## src/include/erase_suspend_pkg.sv

```systemverilog
// Package: register map, field positions and types for erase-suspend control
package erase_suspend_pkg;

    // ------------------------------------------------------------------
    // Register map (byte addresses)
    // ------------------------------------------------------------------
    localparam logic [7:0] ctrl_offset = 8'h00;
    localparam logic [7:0] mode_offset = 8'h04;
    localparam logic [7:0] state_offset = 8'h08;

    // ------------------------------------------------------------------
    // Field positions
    // ------------------------------------------------------------------
    localparam int suspend_enable_bit = 0;
    localparam int suspend_request_bit = 1;
    localparam int erase_status_bit = 6;
    localparam int cpu_rewrite_enable_bit = 0;
    localparam int mode1_select_bit = 1;
    localparam int busy_bit = 0;
    localparam int suspended_bit = 1;

    // ------------------------------------------------------------------
    // Reset values
    // ------------------------------------------------------------------
    localparam logic rst_suspend_enable = 1'b0;
    localparam logic rst_suspend_request = 1'b0;
    localparam logic rst_erase_status = 1'b1;
    localparam logic rst_cpu_rewrite_enable = 1'b0;
    localparam logic rst_mode1_select = 1'b0;

    // ------------------------------------------------------------------
    // Bus constants
    // ------------------------------------------------------------------
    localparam logic [1:0] htrans_nonseq = 2'h2;
    localparam logic [1:0] htrans_seq = 2'h3;
    localparam logic [2:0] hsize_word = 3'h2;

    // ------------------------------------------------------------------
    // Types
    // ------------------------------------------------------------------
    typedef enum logic [1:0] {
        st_idle,
        st_erasing,
        st_suspended
    } erase_state_type;

    typedef struct packed {
        logic start;
        logic done;
        logic irq;
    } erase_in_type;

    typedef struct packed {
        logic run;
        logic halt;
        logic erase_status;
    } erase_out_type;

endpackage : erase_suspend_pkg

```

## src/verilog/erase_suspend_ctrl.sv

```systemverilog
// Top: erase-suspend control register and sequencer state, AHB-Lite slave
`timescale 1ns/1ns

module erase_suspend_ctrl
    import erase_suspend_pkg::*;
(
    input wire logic clk,
    input wire logic arst_n,
    input wire logic hsel,
    input wire logic [7:0] haddr,
    input wire logic [1:0] htrans,
    input wire logic hwrite,
    input wire logic [2:0] hsize,
    input wire logic [31:0] hwdata,
    input wire logic hready,
    output logic [31:0] hrdata,
    output logic hreadyout,
    output logic hresp,
    input wire erase_in_type erase_in,
    output erase_out_type erase_out
);

    // ------------------------------------------------------------------
    // Reset release
    // ------------------------------------------------------------------
    logic rst_n;

    reset_sync u_reset_sync (
        .clk(clk),
        .arst_n(arst_n),
        .rst_n(rst_n)
    );

    // ------------------------------------------------------------------
    // State
    // ------------------------------------------------------------------
    typedef struct packed {
        logic wr_pend;
        logic [7:0] wr_addr;
        logic [31:0] rdata;
        logic suspend_enable;
        logic suspend_request;
        logic cpu_rewrite_enable;
        logic mode1_select;
        erase_state_type state;
        erase_out_type out;
        logic bus_ready;
        logic bus_resp;
    } top_state_type;

    top_state_type cur_ff;
    top_state_type nxt_cur;

    // ------------------------------------------------------------------
    // Bus decode
    // ------------------------------------------------------------------
    function automatic logic valid_access(input logic sel, input logic [1:0] tr,
                                          input logic rdy);
        valid_access = sel && rdy && (tr == htrans_nonseq || tr == htrans_seq);
    endfunction : valid_access

    // ------------------------------------------------------------------
    // Next-state signals
    // ------------------------------------------------------------------
    logic take;
    logic mode1_active;
    logic sw_suspend;
    logic sw_resume;

    // ------------------------------------------------------------------
    // Next-state logic
    // ------------------------------------------------------------------
    always_comb begin
        nxt_cur = cur_ff;
        take = valid_access(hsel, htrans, hready);
        mode1_active = cur_ff.cpu_rewrite_enable && cur_ff.mode1_select;
        sw_suspend = 1'b0;
        sw_resume = 1'b0;

        // ------------------------------------------------------------------
        // Data phase of a write
        // ------------------------------------------------------------------
        nxt_cur.wr_pend = take && hwrite;
        nxt_cur.wr_addr = haddr;
        if (cur_ff.wr_pend) begin
            case (cur_ff.wr_addr)
                ctrl_offset: begin
                    nxt_cur.suspend_enable = hwdata[suspend_enable_bit];
                    if (hwdata[suspend_request_bit] && !mode1_active) begin
                        sw_suspend = 1'b1;
                    end
                    // Clearing the request bit also resumes
                    if (!hwdata[suspend_request_bit]) begin
                        sw_resume = 1'b1;
                    end
                end
                mode_offset: begin
                    nxt_cur.cpu_rewrite_enable = hwdata[cpu_rewrite_enable_bit];
                    if (cur_ff.cpu_rewrite_enable) begin
                        nxt_cur.mode1_select = hwdata[mode1_select_bit];
                    end
                end
                default: begin
                end
            endcase
        end

        // ------------------------------------------------------------------
        // Erase sequencer
        // ------------------------------------------------------------------
        case (cur_ff.state)
            st_idle: begin
                nxt_cur.suspend_request = 1'b0;
                if (erase_in.start) begin
                    nxt_cur.state = st_erasing;
                end
            end
            st_erasing: begin
                // Completion wins over a same-cycle suspend
                if (erase_in.done) begin
                    nxt_cur.state = st_idle;
                    nxt_cur.suspend_request = 1'b0;
                end else if (cur_ff.suspend_enable) begin
                    if (sw_suspend) begin
                        nxt_cur.suspend_request = 1'b1;
                        nxt_cur.state = st_suspended;
                    end else if (mode1_active && erase_in.irq) begin
                        nxt_cur.suspend_request = 1'b1;
                        nxt_cur.state = st_suspended;
                    end
                end
            end
            st_suspended: begin
                if (sw_resume) begin
                    nxt_cur.suspend_request = 1'b0;
                    nxt_cur.state = st_erasing;
                end
            end
            default: begin
                nxt_cur.state = st_idle;
            end
        endcase

        // ------------------------------------------------------------------
        // Status outputs
        // ------------------------------------------------------------------
        nxt_cur.out.run = (nxt_cur.state == st_erasing);
        nxt_cur.out.halt = (nxt_cur.state == st_suspended);
        nxt_cur.out.erase_status = (nxt_cur.state != st_erasing);

        // ------------------------------------------------------------------
        // Bus response: zero wait states, always OKAY
        // ------------------------------------------------------------------
        nxt_cur.bus_ready = 1'b1;
        nxt_cur.bus_resp = 1'b0;

        // ------------------------------------------------------------------
        // Read data registered in the address phase
        // ------------------------------------------------------------------
        nxt_cur.rdata = 32'h0000_0000;
        if (take && !hwrite) begin
            case (haddr)
                ctrl_offset: begin
                    nxt_cur.rdata[suspend_enable_bit] = nxt_cur.suspend_enable;
                    nxt_cur.rdata[suspend_request_bit] = nxt_cur.suspend_request;
                    nxt_cur.rdata[erase_status_bit] = nxt_cur.out.erase_status;
                end
                mode_offset: begin
                    nxt_cur.rdata[cpu_rewrite_enable_bit] = nxt_cur.cpu_rewrite_enable;
                    nxt_cur.rdata[mode1_select_bit] = nxt_cur.mode1_select;
                end
                state_offset: begin
                    nxt_cur.rdata[busy_bit] = nxt_cur.out.run;
                    nxt_cur.rdata[suspended_bit] = nxt_cur.out.halt;
                end
                default: begin
                end
            endcase
        end
    end

    // ------------------------------------------------------------------
    // State register
    // ------------------------------------------------------------------

    always_ff @(posedge clk or negedge rst_n) begin
        if (!rst_n) begin
            cur_ff <= '{
                wr_pend: 1'b0,
                wr_addr: 8'h00,
                rdata: 32'h0000_0000,
                suspend_enable: rst_suspend_enable,
                suspend_request: rst_suspend_request,
                cpu_rewrite_enable: rst_cpu_rewrite_enable,
                mode1_select: rst_mode1_select,
                state: st_idle,
                out: '{run: 1'b0, halt: 1'b0, erase_status: rst_erase_status},
                bus_ready: 1'b1,
                bus_resp: 1'b0
            };
        end else begin
            cur_ff <= nxt_cur;
        end
    end

    // ------------------------------------------------------------------
    // Outputs
    // ------------------------------------------------------------------
    assign hrdata = cur_ff.rdata;
    assign hreadyout = cur_ff.bus_ready;
    assign hresp = cur_ff.bus_resp;
    assign erase_out = cur_ff.out;

endmodule : erase_suspend_ctrl

```

## src/verilog/reset_sync.sv

```systemverilog
// Reset synchroniser: async assert, two-flop release
`timescale 1ns/1ns

module reset_sync (
    input wire logic clk,
    input wire logic arst_n,
    output logic rst_n
);

    logic [1:0] sync_ff;

    always_ff @(posedge clk or negedge arst_n) begin
        if (!arst_n) begin
            sync_ff <= 2'h0;
        end else begin
            sync_ff <= {sync_ff[0], 1'b1};
        end
    end

    assign rst_n = sync_ff[1];

endmodule : reset_sync

```

## config.mk

```make
export PLATFORM = sky130hd
export DESIGN_NAME = erase_suspend_ctrl
export DESIGN_NICKNAME = d
export VERILOG_FILES = /design/src/include/erase_suspend_pkg.sv /design/src/verilog/erase_suspend_ctrl.sv /design/src/verilog/reset_sync.sv
export SDC_FILE = /design/constraint.sdc
export NUM_CORES = 1
export LEC_CHECK = 0
export CAP_MARGIN = 0
export CELL_PAD_IN_SITES_DETAIL_PLACEMENT = 1
export CELL_PAD_IN_SITES_GLOBAL_PLACEMENT = 1
export CORE_ASPECT_RATIO = 2
export CORE_UTILIZATION = 37
export DETAILED_ROUTE_END_ITERATION = 12
export DONT_BUFFER_PORTS = 1
export GPL_TIMING_DRIVEN = 0
export PLACE_DENSITY = 0.74
export SLEW_MARGIN = 20
export SYNTH_ARGS = -nofsm -noshare
export SYNTH_HDL_FRONTEND = slang
export SYNTH_SLANG_ARGS = --single-unit
export TNS_END_PERCENT = 30
```

## constraint.sdc

```tcl
create_clock -name clk -period 2.2 [get_ports clk]
set_input_delay 0.44 -clock clk [delete_from_list [all_inputs] [get_ports clk]]
set_output_delay 0.44 -clock clk [all_outputs]
set_load 0.01 [all_outputs]
```

==> flow_metrics.env, run 1 <==
export IMPL_run_status="finished, final reports clean"
export IMPL_htree_levels=1
export IMPL_final_util_pct=45.1
export IMPL_pre_cts_ws_ps=200
export IMPL_post_cts_resized=0
export IMPL_synth_cells=112
export IMPL_worstSetupStartpointType="flop"
export IMPL_dr_pass1_iters=2
export IMPL_ant_nets=0
export IMPL_path_class="reg -> reg"
export IMPL_post_cts_buffers=0
export IMPL_synth_cell_types=33
export IMPL_finalCriticalPeriod_ps=1980
export IMPL_ir_drop_uv=489
export IMPL_dp_final_hpwl_um=1820
export IMPL_power_density_nw_per_um2=616
export IMPL_drt_wl_total_um=2190
export IMPL_arrival_ps=2120
export IMPL_synthSimpleGateAreaFrac_pct=17.4
export IMPL_worstPathCellList="or4b_1 > or3_1 > mux2_4 > nand3b_2 > a31oi_1"
export IMPL_via_per_inst=4.57
export IMPL_clk_pin_slew_ps=80
export IMPL_final_nets=201
export IMPL_finalSetupViolCount=0
export IMPL_drc=0
export IMPL_grt_pass1_vias=756
export IMPL_slowest_stage="or4b_1"
export IMPL_final_common_cell="buf_4"
export IMPL_pin_count=90
export IMPL_grt_usage_pct=13.6
export IMPL_hold_buffers=1
export IMPL_tritoncts="built"
export IMPL_r2r_slack_ps=220
export IMPL_wl_per_cell_um=12.3
export IMPL_cp_data_required_time_ps=2350
export IMPL_initial_core_util_pct=38.5
export IMPL_yosys_warnings=0
export IMPL_power_uw=868
export IMPL_tns_ps=0
export IMPL_crit_path_max_incr_delay_ps=560
export IMPL_portBuffers=0
export IMPL_dieArea_um2=3500
export IMPL_die_x_um=42.3
export IMPL_finalCritPeriodShare_pct=89.8
export IMPL_syn2layout_area_growth_pct=17.2
export IMPL_n_antenna_cell=0
export IMPL_syn_area_um2=1200
export IMPL_max_freq_mhz=506
export IMPL_end_kind="flop"
export IMPL_grt_pass1_wl_um=3450
export IMPL_p_leak_uw=0.000717
export IMPL_dpl_instance_area_um2=1350
export IMPL_synth_seq_area_share_pct=48.0
export IMPL_layout_common_cells="buf_4, conb_1, dfrtp_1"
export IMPL_cts_root_buf="clkbuf_8"
export IMPL_grt_overflow=0
export IMPL_slew_viol_final=0
export IMPL_finalWeightedCongestion=0.801
export IMPL_synthMuxAreaShare_pct=3.12
export IMPL_design_area_um2=1410
export IMPL_cp_top_family="simple AND/OR/NAND/NOR gates"
export IMPL_synth_top_family_by_area="buffers and inverters"
export IMPL_cp_buffers_inverters=0
export IMPL_synth_adder_area_share_pct=0
export IMPL_critPathMaxFanout=2
export IMPL_synth_area_per_cell_um2=10.7
export IMPL_drive_above_1_share_pct=30.6
export IMPL_grt_antenna_before_repair=0
export IMPL_synth_xor_area_share_pct=0
export IMPL_coreArea_um2=3120
export IMPL_numCtsBuffers=3
export IMPL_synth_compound_area_share_pct=7.18
export IMPL_cts_path_max_buffers=2
export IMPL_rows=29
export IMPL_skew_ps=1.16
export IMPL_vias=814
export IMPL_fin_ws_ps=224
export IMPL_hp_class="in -> reg"
export IMPL_grt_max_degree=22
export IMPL_hold_viol=0
export IMPL_initialDrtViolationCount=11
export IMPL_tightest_slew_ps=808
export IMPL_maxCapViolations=0
export IMPL_die_h_um=82.6
export IMPL_worstSkewPairLatency_ps=270
export IMPL_synth_seq_cells=23
export IMPL_relSlewSlack_pct=46.1
export IMPL_rsz0062_at_grt="false"
export IMPL_clock_sinks=23
==> routing by layer <==
layer | up-vias | GRT usage (%) | wire (um)
met1 | 383 | 12.9 | 743
li1 | 387 | - | -
met4 | 0 | 9.38 | 69
met2 | 37 | 23.8 | 1190
met3 | 7 | 4.78 | 183
met5 | - | 0 | 0
==> kinds of logic after synthesis <==
family	Yosys count
AO/OA/AOI/OAI	12
other	2
AND/OR/NAND/NOR	33
flip-flops	23
multiplexers	3
buffers and inverters	39
==> path summary, 6_finish.rpt <==
| path | start | end | cells past startpoint |
|---|---|---|---|
| min in group asynchronous | u_reset_sync.sync_ff[1]$_DFF_PN0_ | hrdata[6]$_DFF_PN0_ | 0 |
| min | haddr[5] | cur_ff[48]$_DFF_PN0_ | 0 |
| max in group asynchronous | u_reset_sync.sync_ff[1]$_DFF_PN0_ | cur_ff[10]$_DFF_PN0_ | 0 |
| min reg2reg | u_reset_sync.sync_ff[1]$_DFF_PN0_ | hrdata[6]$_DFF_PN0_ | 0 |
| max | cur_ff[50]$_DFF_PN0_ | hrdata[1]$_DFF_PN0_ | 5 |
| max reg2reg | cur_ff[50]$_DFF_PN0_ | hrdata[1]$_DFF_PN0_ | 5 |
==> cell usage after synthesis <==
cell type	count	area, um2
or4_1	2	15.0
a31oi_1	2	12.5
nor4_1	3	18.8
o22ai_1	2	12.5
nand4_1	3	18.8
nor2_1	5	18.8
or3_1	2	12.5
and4_1	1	8.76
dfstp_2	1	26.3
o31ai_1	1	7.51
nor4b_2	1	15.0
o31a_1	1	8.76
mux2_1	1	11.3
nand3b_1	1	7.51
o21bai_1	1	7.51
nand3b_2	1	11.3
or2_1	2	12.5
o21ai_0	1	5.00
nand4b_1	1	8.76
o21a_1	2	15.0
nand3_1	1	5.00
buf_4	37	278
inv_1	2	7.51
dfrtp_1	22	551
mux2_2	1	11.3
a22oi_1	1	7.51
o211a_1	1	10.0
or4b_1	1	10.0
mux2_4	1	15.0
nand2_1	4	15.0
conb_1	2	7.51
nand2b_1	1	6.26
nor2b_1	4	25.0
==> flip-flops by register name (all words and copies together) (netlist names) <==
register	flops
erase_out	3
u_reset_sync.sync_ff	2
cur_ff	15
hrdata	3
==> worst register-to-register path: stages, from the launching register on <==
cell and delay (ps):
dfrtp_1 400, or4b_1 560, or3_1 410, mux2_4 330, nand3b_2 70, a31oi_1 80
==> through the flow <==
| stage | hold slack, ps | std cells |
|---|---|---|
| finish | 194 | 178 |
| CTS | 191 | 178 |
| global route | 176 | 178 |
| floorplan | 144 | 142 |
| global placement | 144 | 173 |
| detailed placement | 144 | 173 |
==> cell type report <==
| type | instances | area, um2 |
|---|---|---|
| tap | 31 | 38.8 |
| buffer | 37 | 278 |
| inverter | 2 | 7.51 |
| sequential | 23 | 577 |
| fill | 374 | 1710 |
| clock buffer | 4 | 45.0 |
| timing repair buffer | 1 | 10.0 |
| multi-input combinational | 80 | 453 |
==> report_power, final <==
part	internal (uW)	leakage [uW]	switching, uW
Clock	129	0.0000228	133
Combinational	67.7	0.000411	64.0
Sequential	451	0.000283	22.8
Note: power is estimated with default switching activity, not from simulation.
==> run 2, diff against run 1 <==
--- a/config.mk
+++ b/config.mk
@@ -10,6 +10,7 @@
 export CELL_PAD_IN_SITES_GLOBAL_PLACEMENT = 1
 export CORE_ASPECT_RATIO = 2
 export CORE_UTILIZATION = 37
+export CTS_BUF_LIST = sky130_fd_sc_hd__clkbuf_8 sky130_fd_sc_hd__clkbuf_16
 export DETAILED_ROUTE_END_ITERATION = 12
 export DONT_BUFFER_PORTS = 1
 export GPL_TIMING_DRIVEN = 0
==> run 2 against run 1 <==
  * Sequential power about the same
  * Count of clock-buffer cells in the layout shrank 1
  * Sequential share of layout area stayed put
  * Global-route usage did not move
  * Die area unchanged
  * Setup slack worse by 0.53 ps
  * Critical path depth stayed put
  * Combinational power about the same
  * Total power is 0.49% lower
  * Via count unchanged
  * Routed wire length unchanged
  * Cell area did not move
  * Critical endpoint unchanged
  * Largest cell class unchanged
==> flow_metrics.env, run 2 (same netlist as run 1, synthesis figures left out) <==
export IMPL_p_sw_share_pct=25.5
export IMPL_via_per_inst=4.57
export IMPL_cts_path_max_buffers=2
export IMPL_fin_ws_ps=224
export IMPL_ant_nets=0
export IMPL_initial_core_util_pct=38.5
export IMPL_grt_pass1_vias=756
export IMPL_worstPathCellList="or4b_1 > or3_1 > mux2_4 > nand3b_2 > a31oi_1"
export IMPL_largest_reg_flops=15
export IMPL_worstHoldEndpoint="cur_ff[44]$_DFF_PN0_"
export IMPL_cp_top_family="simple AND/OR/NAND/NOR gates"
export IMPL_p_switching_uw=220
export IMPL_finalCriticalPeriod_ps=1980
export IMPL_path_class="reg -> reg"
export IMPL_die_x_um=42.3
export IMPL_slowest_stage="or4b_1"
export IMPL_coreArea_um2=3120
export IMPL_final_nets=201
export IMPL_clkPwrFrac_pct=29.9
export IMPL_critPathMaxFanout=2
export IMPL_final_common_cell="buf_4"
export IMPL_max_freq_mhz=506
export IMPL_pin_count=90
export IMPL_portBuffers=0
export IMPL_timing_rr_start="cur_ff[50]$_DFF_PN0_"
export IMPL_cp_buffers_inverters=0
export IMPL_holdWs_ps=194
export IMPL_hp_class="in -> reg"
export IMPL_p_int_uw=643
export IMPL_run_status="finished, final reports clean"
export IMPL_p_leak_uw=0.000721
export IMPL_finalSetupViolCount=0
export IMPL_r2r_cells=5
export IMPL_clk_pin_slew_ps=80
export IMPL_worstSetupStartpointType="flop"
export IMPL_clock_sinks=23
export IMPL_pre_cts_ws_ps=200
export IMPL_tritoncts="built"
export IMPL_combPwrFrac_pct=15.3
export IMPL_post_cts_buffers=0
export IMPL_crit_path_max_incr_delay_ps=560
export IMPL_drive_above_1_share_pct=30.6
export IMPL_power_density_nw_per_um2=613
export IMPL_r2r_slack_ps=220
export IMPL_grt_max_degree=22
export IMPL_grt_usage_pct=13.6
export IMPL_hold_path_cell_count=0
export IMPL_drt_wl_total_um=2190
export IMPL_rows=29
export IMPL_rsz0062_at_grt="false"
export IMPL_maxCapViolations=0
export IMPL_hold_viol=0
export IMPL_htree_levels=1
export IMPL_cts_root_buf="clkbuf_8"
export IMPL_final_util_pct=45.1
export IMPL_vias=814
export IMPL_grt_antenna_before_repair=0
export IMPL_layout_common_cells="buf_4, conb_1, dfrtp_1"
export IMPL_end_kind="flop"
export IMPL_dp_final_hpwl_um=1820
export IMPL_largest_register="cur_ff"
export IMPL_tns_ps=0
export IMPL_initialDrtViolationCount=11
export IMPL_syn2layout_area_growth_pct=17.2
export IMPL_numCtsBuffers=3
export IMPL_finalWeightedCongestion=0.801
export IMPL_grt_overflow=0
export IMPL_tightest_slew_ps=808
export IMPL_worst_hold_startpoint="haddr[1]"
export IMPL_cp_data_required_time_ps=2350
export IMPL_arrival_ps=2120
export IMPL_skew_ps=1.32
export IMPL_grt_pass1_wl_um=3450
export IMPL_rr_endpoint="hrdata[1]$_DFF_PN0_"
export IMPL_n_antenna_cell=0
export IMPL_finalCritPeriodShare_pct=89.8
export IMPL_wl_per_cell_um=12.3
export IMPL_dieArea_um2=3500
export IMPL_worstSkewPairLatency_ps=270
export IMPL_slew_viol_final=0
export IMPL_drc=0
export IMPL_relSlewSlack_pct=46.1
export IMPL_num_fill_cells=374
export IMPL_dr_pass1_iters=2
export IMPL_ir_drop_uv=490
export IMPL_p_seq_share_pct=54.8
export IMPL_die_h_um=82.6
==> run 2: cell count changes in the layout (fill, tap and decap cells not counted), sizes merged <==
cell,change
clkbuf,-1
inv,+1
==> run 2: metal layers <==
metal / GRT usage [%] / up-vias / wire length (um) / part of all wire (%)
met5: 0 / - / 0 / 0
met3: 4.78 / 7 / 183 / 8.4
li1: - / 387 / - / -
met1: 12.9 / 383 / 744 / 34
met2: 23.8 / 37 / 1190 / 54
met4: 9.38 / 0 / 69 / 3.2
==> run 2: worst max path at each step <==
stage / startpoint / to / cells after the start
6_report: cur_ff[50]$_DFF_PN0_ / hrdata[1]$_DFF_PN0_ / 5
5_1_grt: cur_ff[50]$_DFF_PN0_ / hrdata[6]$_DFF_PN0_ / 5
4_1_cts: cur_ff[50]$_DFF_PN0_ / hrdata[6]$_DFF_PN0_ / 5
3_5_place_dp: cur_ff[50]$_DFF_PN0_ / hrdata[6]$_DFF_PN0_ / 5
3_3_place_gp: cur_ff[50]$_DFF_PN0_ / hrdata[6]$_DFF_PN0_ / 5
2_1_floorplan: cur_ff[50]$_DFF_PN0_ / hrdata[1]$_DFF_PN0_ / 5
==> run 2: worst register-to-register path, stage by stage, from the launching register on <==
cell and delay [ps]:
dfrtp_1 400, or4b_1 560, or3_1 410, mux2_4 330, nand3b_2 70, a31oi_1 80
==> run 2: timing repair <==
item,4_1_cts,5_1_grt
gates resized for setup,0,0
hold endpoints to repair,2,0
hold buffers,1,0
==> run 2: final cells by class <==
type | count | area [um2] | share of cell area, %
inverter | 2 | 7.51 | 0.533
timing repair buffer | 1 | 10.0 | 0.710
multi-input combinational | 80 | 453 | 32.1
buffer | 37 | 278 | 19.7
clock inverter | 1 | 3.75 | 0.266
clock buffer | 3 | 41.3 | 2.93
tap | 31 | 38.8 | 2.75
sequential | 23 | 577 | 40.9
==> run 2: per-stage QoR <==
| step | cells | total power (uW) | area (um2) |
|---|---|---|---|
| 2_1_floorplan | 142 | 593 | 1320 |
| 3_3_place_gp | 173 | 605 | 1350 |
| 3_5_place_dp | 173 | 611 | 1350 |
| 4_1_cts | 178 | 867 | 1410 |
| 5_1_grt | 178 | 910 | 1410 |
| 6_report | 178 | 864 | 1410 |
==> run 2: power groups by stage <==
stage	sequential, uW	combinational [uW]	clock [uW]
finish	474	132	258
global route	479	147	285
CTS	475	129	263
detailed placement	484	127	0
global placement	479	125	0
floorplan	475	117	0
